### src/tdc_map.svh
`ifndef TDC_MAP_SVH
`define TDC_MAP_SVH
// Function
// - Memory test failure reports failing address
// - Block length error reports requested minus actual
// - Data mismatch returns expected and actual bytes
// - Drive status byte 1 bit layout
// - Drive status byte 2 bit layout
// - Send diagnostic opcode, self and unit flags
// - Self test runs memory test only
// - Self test good, else hardware error
// - Unit test fetches parameters, runs tests 1-5
// - Both flags zero: no test, good status
// - Pass counts order tests, zero skips test
// - Any test error stops with check condition
// - Test 1: rewind, file mark, erase, blank
// - Test 2: 256 8K blocks, read both ways
// - Test 3: growing 16-byte steps to 8K
// - Test 4: buffer pattern, 128-byte blocks, four times
// - Test 5 length, data, increment from parameters
// - Test 5 writes to end, reads unchecked
// - Write buffer opcode and descriptor fields
// - Write buffer mode 0 header, 2 data
// - Result byte 0 holds error number
// - At most nine result bytes returned

// Register byte addresses
`define TDC_A_CDB0      8'h00
`define TDC_A_CDB1      8'h04
`define TDC_A_CDB2      8'h08
`define TDC_A_PRM0      8'h0c
`define TDC_A_PRM1      8'h10
`define TDC_A_PRM2      8'h14
`define TDC_A_CTRL      8'h18
`define TDC_A_STATUS    8'h1c
`define TDC_A_RES0      8'h20
`define TDC_A_RES1      8'h24
`define TDC_A_RES2      8'h28
`define TDC_A_ALLOC     8'h2c

// Control and status bit positions
`define TDC_CTRL_START  0
`define TDC_CTRL_PRMOK  1
`define TDC_ST_BUSY     0
`define TDC_ST_PRMWANT  1
`define TDC_ST_DONE     2
`define TDC_ST_WBDATA   3

// Command descriptor fields
`define TDC_OPC_SENDDIAG 8'h1d
`define TDC_OPC_WRBUF    8'h3b
`define TDC_SD_SELF_TEST_SELECT     2
`define TDC_SD_UNIT      0
`define TDC_WB_MODE_HDR  2'h0
`define TDC_WB_MODE_DATA 2'h2

// Status and sense values
`define TDC_SCSI_GOOD    8'h00
`define TDC_SCSI_CHECK   8'h02
`define TDC_SENSE_NONE   4'h0
`define TDC_SENSE_HWERR  4'h4
`define TDC_SENSE_ILLREQ 4'h5
`define TDC_ERR_BLKLEN   8'h85

// Result and parameter sizes
`define TDC_RES_BYTES    9
`define TDC_PRM_BYTES    9
`define TDC_RES_MAX      16'h0009
`define TDC_LAST_TEST    3'd5

// Test geometry
`define TDC_BLK_8K       16'h2000
`define TDC_T2_BLOCKS    16'h0100
`define TDC_T3_STEP      16'h0010
`define TDC_T3_BLOCKS    (`TDC_BLK_8K / `TDC_T3_STEP)
`define TDC_T4_BLK       16'h0080
`define TDC_T4_REPS      16'h0004

`endif

### src/tdc_pkg.sv
package tdc_pkg;

    typedef enum logic [3:0] {
        OP_MEMTEST  = 4'h0,
        OP_REWIND   = 4'h1,
        OP_WFM      = 4'h2,
        OP_ERASE    = 4'h3,
        OP_BLANK    = 4'h4,
        OP_WRITE    = 4'h5,
        OP_READ     = 4'h6,
        OP_READ_REV = 4'h7,
        OP_BUF_FILL = 4'h8,
        OP_BUF_WR   = 4'h9,
        OP_BUF_RD   = 4'ha
    } tdc_op_code_t;

    typedef struct packed {
        tdc_op_code_t code;
        logic [15:0]  length;
        logic [7:0]   data;
        logic [7:0]   incr;
        logic         check;
        logic         high_speed;
    } tdc_op_t;

    typedef struct packed {
        logic         err;
        logic [7:0]   code;
        logic [23:0]  addr;
        logic [15:0]  act_len;
        logic [7:0]   expected;
        logic [7:0]   actual;
        logic         eot;
    } tdc_resp_t;

    typedef struct packed {
        logic formatter_busy;
        logic data_busy;
        logic check_char_gate;
        logic end_of_tape;
        logic ready;
        logic rewinding;
        logic file_protect;
        logic online;
    } tdc_stat1_t;

    typedef struct packed {
        logic parity_error;
        logic file_mark;
        logic buffer_overflow;
        logic high_speed;
        logic nrzi;
        logic beginning_of_tape;
        logic formatter_busy_interrupt;
        logic data_busy_interrupt;
    } tdc_stat2_t;

    typedef enum logic [2:0] {
        ST_IDLE   = 3'b000,
        ST_DECODE = 3'b001,
        ST_PARAM  = 3'b010,
        ST_NEXT   = 3'b011,
        ST_ISSUE  = 3'b100,
        ST_WAIT   = 3'b101,
        ST_FINISH = 3'b110
    } tdc_state_t;

endpackage : tdc_pkg

### src/tdc_op_port.sv
`timescale 1ns/1ns
module tdc_op_port (
    // Clock, reset, enable
    input  wire logic              hclk,
    input  wire logic              hresetn,
    input  wire logic              ce,
    // Sequencer side
    input  wire logic              issue,
    input  tdc_pkg::tdc_op_t       next_op,
    output logic                   fin,
    output tdc_pkg::tdc_resp_t     resp,
    // Operation channel
    output logic                   op_valid,
    output tdc_pkg::tdc_op_t       op,
    input  wire logic              op_ready,
    input  wire logic              op_done,
    input  tdc_pkg::tdc_resp_t     op_resp
);

    logic waiting;

    // Request held until taken, answer awaited only after that
    always_ff @(posedge hclk or negedge hresetn) begin
        if (!hresetn) begin
            op_valid <= 1'b0;
            op       <= '0;
            waiting  <= 1'b0;
            fin      <= 1'b0;
            resp     <= '0;
        end else if (ce) begin
            fin <= 1'b0;
            if (issue) begin
                op_valid <= 1'b1;
                op       <= next_op;
            end else if (op_valid && op_ready) begin
                op_valid <= 1'b0;
                waiting  <= 1'b1;
            end
            if (waiting && op_done) begin
                waiting <= 1'b0;
                fin     <= 1'b1;
                resp    <= op_resp;
            end
        end
    end

endmodule : tdc_op_port

### src/tdc_handler.sv
// Chosen here: the address map and the AHB-Lite slave port.
`timescale 1ns/1ns
`include "tdc_map.svh"
module tdc_handler (
    // Clock, reset, enable
    input  wire logic              hclk,
    input  wire logic              hresetn,
    input  wire logic              ce,
    // AHB-Lite slave
    input  wire logic              hsel,
    input  wire logic [31:0]       haddr,
    input  wire logic [1:0]        htrans,
    input  wire logic              hwrite,
    input  wire logic [2:0]        hsize,
    input  wire logic [31:0]       hwdata,
    input  wire logic              hready,
    output logic                   hreadyout,
    output logic                   hresp,
    output logic [31:0]            hrdata,
    // Drive status
    input  tdc_pkg::tdc_stat1_t    drive_stat1,
    input  tdc_pkg::tdc_stat2_t    drive_stat2,
    // Tape and memory operation channel
    output logic                   op_valid,
    output tdc_pkg::tdc_op_t       op,
    input  wire logic              op_ready,
    input  wire logic              op_done,
    input  tdc_pkg::tdc_resp_t     op_resp
);

    tdc_pkg::tdc_state_t  state;
    tdc_pkg::tdc_op_t     plan_op;
    tdc_pkg::tdc_resp_t   resp;

    logic [9:0][7:0]  cdb;
    logic [8:0][7:0]  prm;
    logic [8:0][7:0]  prm_eff;
    logic [8:0][7:0]  res;
    logic [15:0]      alloc_len;
    logic [15:0]      res_cnt;
    logic [7:0]       scsi_status;
    logic [3:0]       sense_key;
    logic             done;
    logic             wb_data_mode;
    logic [2:0]       test_idx;
    logic [1:0]       phase;
    logic [15:0]      blk;
    logic [7:0]       pass_left;
    logic [15:0]      t5_blocks;
    logic [15:0]      plen;
    logic [15:0]      plan_reps;
    logic             plan_last;
    logic             plan_eot;
    logic             busy;
    logic             acc;
    logic             wr_pend;
    logic [7:0]       wr_addr;
    logic [31:0]      rd_mux;
    logic             start_p;
    logic             prm_ok_p;
    logic             fin;
    logic             issue;
    logic             more;
    logic             ev_fail;
    logic [7:0]       cur_pass;
    logic [15:0]      t3_len;
    logic [15:0]      len_diff;

    // AHB-Lite slave: zero-wait, always OKAY
    assign hreadyout = 1'b1;
    assign hresp     = 1'b0;
    assign acc       = hsel && htrans[1] && hready;
    assign busy      = (state != tdc_pkg::ST_IDLE);

    always_ff @(posedge hclk or negedge hresetn) begin
        if (!hresetn) begin
            wr_pend <= 1'b0;
            wr_addr <= 8'h00;
            hrdata  <= 32'h0000_0000;
        end else if (ce) begin
            wr_pend <= acc && hwrite;
            if (acc) begin
                wr_addr <= haddr[7:0];
            end
            if (acc && !hwrite) begin
                hrdata <= rd_mux;
            end
        end
    end

    assign start_p  = ce && wr_pend && (wr_addr == `TDC_A_CTRL)
                      && hwdata[`TDC_CTRL_START] && !busy;
    assign prm_ok_p = ce && wr_pend && (wr_addr == `TDC_A_CTRL)
                      && hwdata[`TDC_CTRL_PRMOK];

    // Descriptor locked while busy so the sequencer sees one command
    always_ff @(posedge hclk or negedge hresetn) begin
        if (!hresetn) begin
            cdb       <= '0;
            prm       <= '0;
            alloc_len <= 16'h0000;
        end else if (ce && wr_pend) begin
            case (wr_addr)
                `TDC_A_CDB0: if (!busy) cdb[3:0] <= hwdata;
                `TDC_A_CDB1: if (!busy) cdb[7:4] <= hwdata;
                `TDC_A_CDB2: if (!busy) cdb[9:8] <= hwdata[15:0];
                `TDC_A_PRM0: prm[3:0] <= hwdata;
                `TDC_A_PRM1: prm[7:4] <= hwdata;
                `TDC_A_PRM2: prm[8]   <= hwdata[7:0];
                `TDC_A_ALLOC: alloc_len <= hwdata[15:0];
                default: ;
            endcase
        end
    end

    // Never more than nine result bytes handed back
    assign res_cnt = (alloc_len > `TDC_RES_MAX) ? `TDC_RES_MAX
                                                : alloc_len;

    always_comb begin
        case (haddr[7:0])
            `TDC_A_CDB0:   rd_mux = cdb[3:0];
            `TDC_A_CDB1:   rd_mux = cdb[7:4];
            `TDC_A_CDB2:   rd_mux = {16'h0000, cdb[9:8]};
            `TDC_A_PRM0:   rd_mux = prm[3:0];
            `TDC_A_PRM1:   rd_mux = prm[7:4];
            `TDC_A_PRM2:   rd_mux = {24'h000000, prm[8]};
            `TDC_A_STATUS: rd_mux = {5'h00, test_idx, 4'h0, sense_key,
                                     scsi_status, 4'h0, wb_data_mode,
                                     done, state == tdc_pkg::ST_PARAM,
                                     busy};
            `TDC_A_RES0:   rd_mux = res[3:0];
            `TDC_A_RES1:   rd_mux = res[7:4];
            `TDC_A_RES2:   rd_mux = {24'h000000, res[8]};
            `TDC_A_ALLOC:  rd_mux = {res_cnt, alloc_len};
            default:       rd_mux = 32'h0000_0000;
        endcase
    end

    // Parameter bytes beyond the announced list length count as zero
    assign plen = {cdb[3], cdb[4]};
    genvar gi;
    for (gi = 0; gi < `TDC_PRM_BYTES; gi++) begin : g_prm
        assign prm_eff[gi] = (16'(gi) < plen) ? prm[gi] : 8'h00;
    end

    assign cur_pass = prm_eff[4'(test_idx - 3'd1)];
    assign t3_len   = 16'({blk[11:0], 4'h0} + `TDC_T3_STEP);

    // Operation plan for the current test, phase and block
    always_comb begin
        plan_op            = '0;
        plan_op.check      = (test_idx != `TDC_LAST_TEST);
        plan_op.high_speed = 1'b0;
        plan_reps          = 16'h0001;
        plan_last          = 1'b0;
        plan_eot           = 1'b0;
        case (test_idx)
            3'd0: begin
                plan_op.code = tdc_pkg::OP_MEMTEST;
                plan_last    = 1'b1;
            end
            3'd1: begin
                case (phase)
                    2'd0: plan_op.code = tdc_pkg::OP_REWIND;
                    2'd1: plan_op.code = tdc_pkg::OP_WFM;
                    2'd2: plan_op.code = tdc_pkg::OP_ERASE;
                    default: begin
                        plan_op.code = tdc_pkg::OP_BLANK;
                        plan_last    = 1'b1;
                    end
                endcase
            end
            3'd2: begin
                plan_op.length = `TDC_BLK_8K;
                plan_reps      = `TDC_T2_BLOCKS;
                case (phase)
                    2'd0: plan_op.code = tdc_pkg::OP_WRITE;
                    2'd1: begin
                        plan_op.code = tdc_pkg::OP_REWIND;
                        plan_reps    = 16'h0001;
                    end
                    2'd2: plan_op.code = tdc_pkg::OP_READ;
                    default: begin
                        plan_op.code = tdc_pkg::OP_READ_REV;
                        plan_last    = 1'b1;
                    end
                endcase
            end
            3'd3: begin
                plan_op.length = t3_len;
                plan_reps      = `TDC_T3_BLOCKS;
                case (phase)
                    2'd0: plan_op.code = tdc_pkg::OP_WRITE;
                    2'd1: begin
                        plan_op.code = tdc_pkg::OP_REWIND;
                        plan_reps    = 16'h0001;
                    end
                    default: begin
                        plan_op.code = tdc_pkg::OP_READ;
                        plan_last    = 1'b1;
                    end
                endcase
            end
            3'd4: begin
                case (phase)
                    2'd0: plan_op.code = tdc_pkg::OP_BUF_FILL;
                    2'd1: begin
                        plan_op.code       = tdc_pkg::OP_BUF_WR;
                        plan_op.length     = `TDC_T4_BLK;
                        plan_op.high_speed = 1'b1;
                        plan_reps          = `TDC_T4_REPS;
                    end
                    2'd2: plan_op.code = tdc_pkg::OP_REWIND;
                    default: begin
                        plan_op.code = tdc_pkg::OP_BUF_RD;
                        plan_reps    = `TDC_T4_REPS;
                        plan_last    = 1'b1;
                    end
                endcase
            end
            default: begin
                plan_op.length = {prm_eff[5], prm_eff[6]};
                plan_op.data   = prm_eff[7];
                plan_op.incr   = prm_eff[8];
                case (phase)
                    2'd0: begin
                        plan_op.code = tdc_pkg::OP_WRITE;
                        plan_eot     = 1'b1;
                    end
                    2'd1: plan_op.code = tdc_pkg::OP_REWIND;
                    default: begin
                        plan_op.code = tdc_pkg::OP_READ;
                        plan_reps    = t5_blocks;
                        plan_last    = 1'b1;
                    end
                endcase
            end
        endcase
    end

    assign more    = plan_eot ? !resp.eot
                              : (16'(blk + 16'h0001) < plan_reps);
    assign ev_fail = (state == tdc_pkg::ST_WAIT) && fin && resp.err;
    assign issue   = ce && (state == tdc_pkg::ST_ISSUE);

    // Command sequencer
    always_ff @(posedge hclk or negedge hresetn) begin
        if (!hresetn) begin
            state        <= tdc_pkg::ST_IDLE;
            test_idx     <= 3'd0;
            phase        <= 2'd0;
            blk          <= 16'h0000;
            pass_left    <= 8'h00;
            t5_blocks    <= 16'h0001;
            scsi_status  <= `TDC_SCSI_GOOD;
            sense_key    <= `TDC_SENSE_NONE;
            done         <= 1'b0;
            wb_data_mode <= 1'b0;
        end else if (ce) begin
            case (state)
                tdc_pkg::ST_IDLE: begin
                    if (start_p) begin
                        done        <= 1'b0;
                        scsi_status <= `TDC_SCSI_GOOD;
                        sense_key   <= `TDC_SENSE_NONE;
                        state       <= tdc_pkg::ST_DECODE;
                    end
                end
                tdc_pkg::ST_DECODE: begin
                    phase <= 2'd0;
                    blk   <= 16'h0000;
                    state <= tdc_pkg::ST_FINISH;
                    if (cdb[0] == `TDC_OPC_SENDDIAG) begin
                        if (cdb[1][`TDC_SD_SELF_TEST_SELECT]) begin
                            test_idx <= 3'd0;
                            state    <= tdc_pkg::ST_ISSUE;
                        end else if (cdb[1][`TDC_SD_UNIT]) begin
                            test_idx <= 3'd1;
                            state    <= tdc_pkg::ST_PARAM;
                        end
                        // Neither flag: straight to good status
                    end else if (cdb[0] == `TDC_OPC_WRBUF) begin
                        case (cdb[1][1:0])
                            `TDC_WB_MODE_HDR:  wb_data_mode <= 1'b0;
                            `TDC_WB_MODE_DATA: wb_data_mode <= 1'b1;
                            default: begin
                                scsi_status <= `TDC_SCSI_CHECK;
                                sense_key   <= `TDC_SENSE_ILLREQ;
                            end
                        endcase
                    end else begin
                        scsi_status <= `TDC_SCSI_CHECK;
                        sense_key   <= `TDC_SENSE_ILLREQ;
                    end
                end
                tdc_pkg::ST_PARAM: begin
                    if (prm_ok_p) begin
                        state <= tdc_pkg::ST_NEXT;
                    end
                end
                tdc_pkg::ST_NEXT: begin
                    phase <= 2'd0;
                    blk   <= 16'h0000;
                    if (test_idx > `TDC_LAST_TEST) begin
                        state <= tdc_pkg::ST_FINISH;
                    end else if (cur_pass == 8'h00) begin
                        test_idx <= 3'(test_idx + 3'd1);
                    end else begin
                        pass_left <= cur_pass;
                        state     <= tdc_pkg::ST_ISSUE;
                    end
                end
                tdc_pkg::ST_ISSUE: begin
                    state <= tdc_pkg::ST_WAIT;
                end
                tdc_pkg::ST_WAIT: begin
                    if (fin) begin
                        state <= tdc_pkg::ST_ISSUE;
                        if (resp.err) begin
                            scsi_status <= `TDC_SCSI_CHECK;
                            sense_key   <= `TDC_SENSE_HWERR;
                            state       <= tdc_pkg::ST_FINISH;
                        end else if (more) begin
                            blk <= 16'(blk + 16'h0001);
                        end else begin
                            blk <= 16'h0000;
                            if (plan_eot) begin
                                t5_blocks <= 16'(blk + 16'h0001);
                            end
                            if (!plan_last) begin
                                phase <= 2'(phase + 2'd1);
                            end else if (test_idx == 3'd0) begin
                                state <= tdc_pkg::ST_FINISH;
                            end else begin
                                phase     <= 2'd0;
                                pass_left <= 8'(pass_left - 8'h01);
                                if (pass_left == 8'h01) begin
                                    test_idx <= 3'(test_idx + 3'd1);
                                    state    <= tdc_pkg::ST_NEXT;
                                end
                            end
                        end
                    end
                end
                tdc_pkg::ST_FINISH: begin
                    done  <= 1'b1;
                    state <= tdc_pkg::ST_IDLE;
                end
                default: state <= tdc_pkg::ST_IDLE;
            endcase
        end
    end

    // Block length error carries requested minus actual size
    assign len_diff = 16'(plan_op.length - resp.act_len);

    // Diagnostic result bytes, cleared at each new command
    always_ff @(posedge hclk or negedge hresetn) begin
        if (!hresetn) begin
            res <= '0;
        end else if (ce) begin
            if (start_p) begin
                res <= '0;
            end else if (ev_fail) begin
                res[0] <= resp.code;
                res[1] <= {5'h00, test_idx};
                if (resp.code == `TDC_ERR_BLKLEN) begin
                    {res[2], res[3], res[4]} <= {8'h00, len_diff};
                end else begin
                    {res[2], res[3], res[4]} <= resp.addr;
                end
                res[5] <= resp.expected;
                res[6] <= resp.actual;
            end else if (state == tdc_pkg::ST_FINISH) begin
                res[7] <= drive_stat1;
                res[8] <= drive_stat2;
            end
        end
    end

    tdc_op_port u_port (
        .hclk     (hclk),
        .hresetn  (hresetn),
        .ce       (ce),
        .issue    (issue),
        .next_op  (plan_op),
        .fin      (fin),
        .resp     (resp),
        .op_valid (op_valid),
        .op       (op),
        .op_ready (op_ready),
        .op_done  (op_done),
        .op_resp  (op_resp)
    );

endmodule : tdc_handler

### config.mk
export PLATFORM = sky130hd
export DESIGN_NAME = tdc_handler
export DESIGN_NICKNAME = d
export VERILOG_FILES = /design/src/tdc_pkg.sv /design/src/tdc_op_port.sv /design/src/tdc_handler.sv
export VERILOG_INCLUDE_DIRS = /design/src
export SDC_FILE = /design/constraint.sdc
export NUM_CORES = 1
export LEC_CHECK = 0
export BUFFER_PORTS_ARGS = -buffer_cell sky130_fd_sc_hd__buf_2
export CAP_MARGIN = 10
export CORE_MARGIN = 3
export CORE_UTILIZATION = 33
export DETAILED_ROUTE_END_ITERATION = 12
export PLACE_DENSITY_LB_ADDON = 0.3
export SLEW_MARGIN = 0
export SYNTH_ARGS = -nofsm -noshare
export SYNTH_HDL_FRONTEND = slang
export SYNTH_SLANG_ARGS = --single-unit
### constraint.sdc
create_clock -name hclk -period 4.4 [get_ports hclk]
set_input_delay 1.32 -clock hclk [delete_from_list [all_inputs] [get_ports hclk]]
set_output_delay 1.32 -clock hclk [all_outputs]
set_load 0.05 [all_outputs]
==> run metrics <==
run status finished, final reports clean; largest net degree at the start of global routing 89; peak supply drop 0.304 mV; synth warn 0; First-pass DRT Iterations 7; WP data arrival approximately 4.6 ns; first-pass GRT wire length approximately 110000 um; Syn Inst Count about 1700; Final setup violation count 0; Antenna Violating Nets Remaining 0; share of cells above drive strength 1 33.3%; root buffer cell clkbuf_16; register bit total from synthesis 435; Clock Pin Slew Worst Setup and Hold Paths 0.06 ns; cell area power density a little over 500 nW/um^2; Max-cap violations 0; total gr overflow 0; # IOs around 230; Total Routing Usage GR a little over a fifth; Initial DRC Count 1351; Syn Std Cell Area slightly above 20000 um^2; static leakage ~12 nW; reg2reg start test_idx[0]; slew at the pin closest to its max-slew limit 0.958 ns; die footprint about 65000 um^2; Post-synth EDFFs 0; Final Hold Viols 0; Total Wirelength 71500 um; H-Tree Depth 2; Starting Density around 34%; WHS Path Cells 2; total power about 13 mW; crit path from test_idx[0]; Routed wire per std cell roughly 25 um; Num CTS Buffers 49; vias in the first global route 16300; clock tree buffer depth 3; Synth-to-Final Area Change 20.1%; required time of the critical path between 4 and 5 ns; Post-synth ARST share between 90% and 100%; min cycle time layout approximately 4.1 ns; startpoint of the worst hold path u_port.op[36]; initial antenna violation count 3; crit path kind reg2reg; Detail Placement HPWL approximately 52000 um; Final Util between 40% and 50%; Clock Latency Late Sink approximately 0.62 ns; I/O Buffers ~200; Crit. End Element flop; DR vias 16100; Pins Over Slew Limit 0; die height 256 um; Slew HR between 30% and 40%; CTS tree built; NumNets Final 2187; Syn Nets roughly 2000; Non-Filler Instances around 2800; post-synthesis sequential area ratio between 50% and 60%; Worst Setup Start Kind flop; placer congestion estimate 0.936; core area around 60000 um^2; row cnt 90; hold crit path type reg2reg; post-DR vias/cell 5.64; clock sink total 435; filler instances between 5000 and 6000; prevailing post-synth register cell dfrtp_1; Setup Skew between 0.03 and 0.04 ns; syn_area_per_cell about 12 um^2; FF-to-FF path depth 17; crit-path max FO 7; FMAX approximately 240 MHz; number of remaining DRC errors 0; Final Cycle Share a little over nine tenths; count of cell types in the netlist between 70 and 80; placed cells approximately 2800; Die W between 200 and 300 um
critical path, stage by stage (launching register included):
cell and delay [ns]:
dfrtp_2 0.42, inv_1 0.09, ha_1 0.21, inv_1 0.08
a31oi_1 0.20, nor4_2 0.19, buf_4 0.21, buf_4 0.15
nand2_1 0.06, ha_1 0.29, and4_1 0.21, nand2_1 0.10
nor4b_2 0.30, a221oi_1 0.15, a31oi_2 0.37, a21oi_2 0.12
or3_1 0.51, a211o_1 0.34
final timing paths:
path | slack [ns] | endpoint
max | 0.26 | pass_left[6]
min | 0.48 | u_port.op[36]
max reg2reg | 0.26 | pass_left[6]
min reg2reg | 0.48 | u_port.op[36]
max in group asynchronous | 2.66 | u_port.resp[28]
min in group asynchronous | 0.77 | prm[12]
stage by stage:
step | TNS [ns] | setup slack [ns] | hold slack, ns | area, um^2
final | 0 | 0.263 | 0.480 | 24800
after CTS | 0 | 0.0406 | 0.484 | 24700
after global routing | -0.0170 | -0.0170 | 0.506 | 24800
after global placement | 0 | 0.155 | 0.455 | 23000
after detailed placement | 0 | 0.0829 | 0.471 | 23000
after floorplan | 0 | 0.000448 | 0.444 | 20600
cell type report:
cell class	count	area, um^2	share of cell area (%)
inverters	44	165	0.667
repair buffers	279	1680	6.77
clock buffers	68	1400	5.65
multi-input cells	1173	9300	37.6
clock inverters	21	285	1.15
flip-flops and latches	435	10900	44.0
diodes	1	2.50	0.0101
well taps	828	1040	4.19
state kept, by name (all words and copies together) (netlist names), 2 cells and up:
| register | flops |
|---|---|
| state | 3 |
| res | 67 |
| u_port.resp | 66 |
| blk | 16 |
| prm | 72 |
| t5_blocks | 16 |
| u_port.op | 38 |
| phase | 2 |
| alloc_len | 16 |
| test_idx | 3 |
| pass_left | 8 |
| hrdata | 32 |
| wr_addr | 8 |
| cdb | 80 |
layout by cell type, fill, tap and decap left out, drive strengths merged, types with 28 or more instances in the layout:
| cell | netlist | routed |
|---|---|---|
| a21oi | 29 | 29 |
| a221oi | 31 | 31 |
| a22o | 112 | 112 |
| a22oi | 66 | 66 |
| a31oi | 28 | 28 |
| buf | 21 | 279 |
| clkbuf | 76 | 68 |
| dfrtp | 434 | 434 |
| ha | 45 | 45 |
| inv | 42 | 44 |
| mux2 | 273 | 273 |
| nand2 | 127 | 127 |
| nor2 | 91 | 91 |
| nor3 | 31 | 31 |
| o21ai | 65 | 65 |
report_power, final:
group	internal (mW)	leakage [nW]	switching (mW)	total (mW)
Clock	2.53	0.837	1.73	4.26
Combinational	1.32	5.10	2.07	3.39
Sequential	4.62	5.80	0.572	5.19
kinds of logic after synthesis:
group,Yosys count,share of synthesized area [%]
adders and majority gates,46,2.83
muxes,278,15.2
other,2,0.0364
AOI/OAI and AO/OA,457,17.0
buffers and inverters,141,2.65
DFF,435,52.8
xor gates and xnor gates,29,1.23
and+or+nand+nor,361,8.29
timing repair:
action,4_1_cts,5_1_grt
resized for setup,0,11
endpoints found under the setup margin,0,29
hold buffers,0,0
setup buffers,0,3
per-layer routing:
layer	wire length (um)	vias up	GRT usage, %
met5	27	-	0
met4	3010	4	8.81
met3	4650	137	4.34
met2	32700	627	33.5
met1	31100	8233	29.1
li1	-	7078	-
synthesized netlist by cell type (all sizes together), types with 3 or more instances:
| cell type | number | area, um^2 |
|---|---|---|
| nor2 | 91 | 342 |
| o21ai | 65 | 325 |
| o31ai | 8 | 60.1 |
| nor4 | 11 | 87.6 |
| dfrtp | 434 | 10900 |
| nor4b | 4 | 35.0 |
| o22a | 4 | 35.0 |
| a31oi | 28 | 175 |
| xnor2 | 19 | 166 |
| a22oi | 66 | 495 |
| ha | 45 | 563 |
| or3 | 7 | 43.8 |
| inv | 42 | 158 |
| a21o | 14 | 105 |
| a222oi | 11 | 110 |
| nand3b | 4 | 30.0 |
| a221oi | 31 | 272 |
| and3 | 8 | 50.1 |
| a211o | 6 | 52.6 |
| mux2 | 273 | 3070 |
| a41oi | 12 | 105 |
| nand2 | 127 | 477 |
| o211ai | 9 | 67.6 |
| clkbuf | 76 | 285 |
| buf | 21 | 96.3 |
| nor3 | 31 | 160 |
| a22o | 112 | 981 |
| mux2i | 5 | 50.1 |
| a21oi | 29 | 149 |
| nand2b | 9 | 56.3 |
| o21bai | 3 | 22.5 |
| or2 | 5 | 31.3 |
| o41ai | 3 | 26.3 |
| a221o | 26 | 260 |
| a211oi | 9 | 72.6 |
| and2 | 8 | 50.1 |
| xor2 | 10 | 87.6 |
| o21a | 5 | 37.5 |
| nand3 | 26 | 130 |
| nand4 | 18 | 113 |
(Power assumes the default switching activity.)
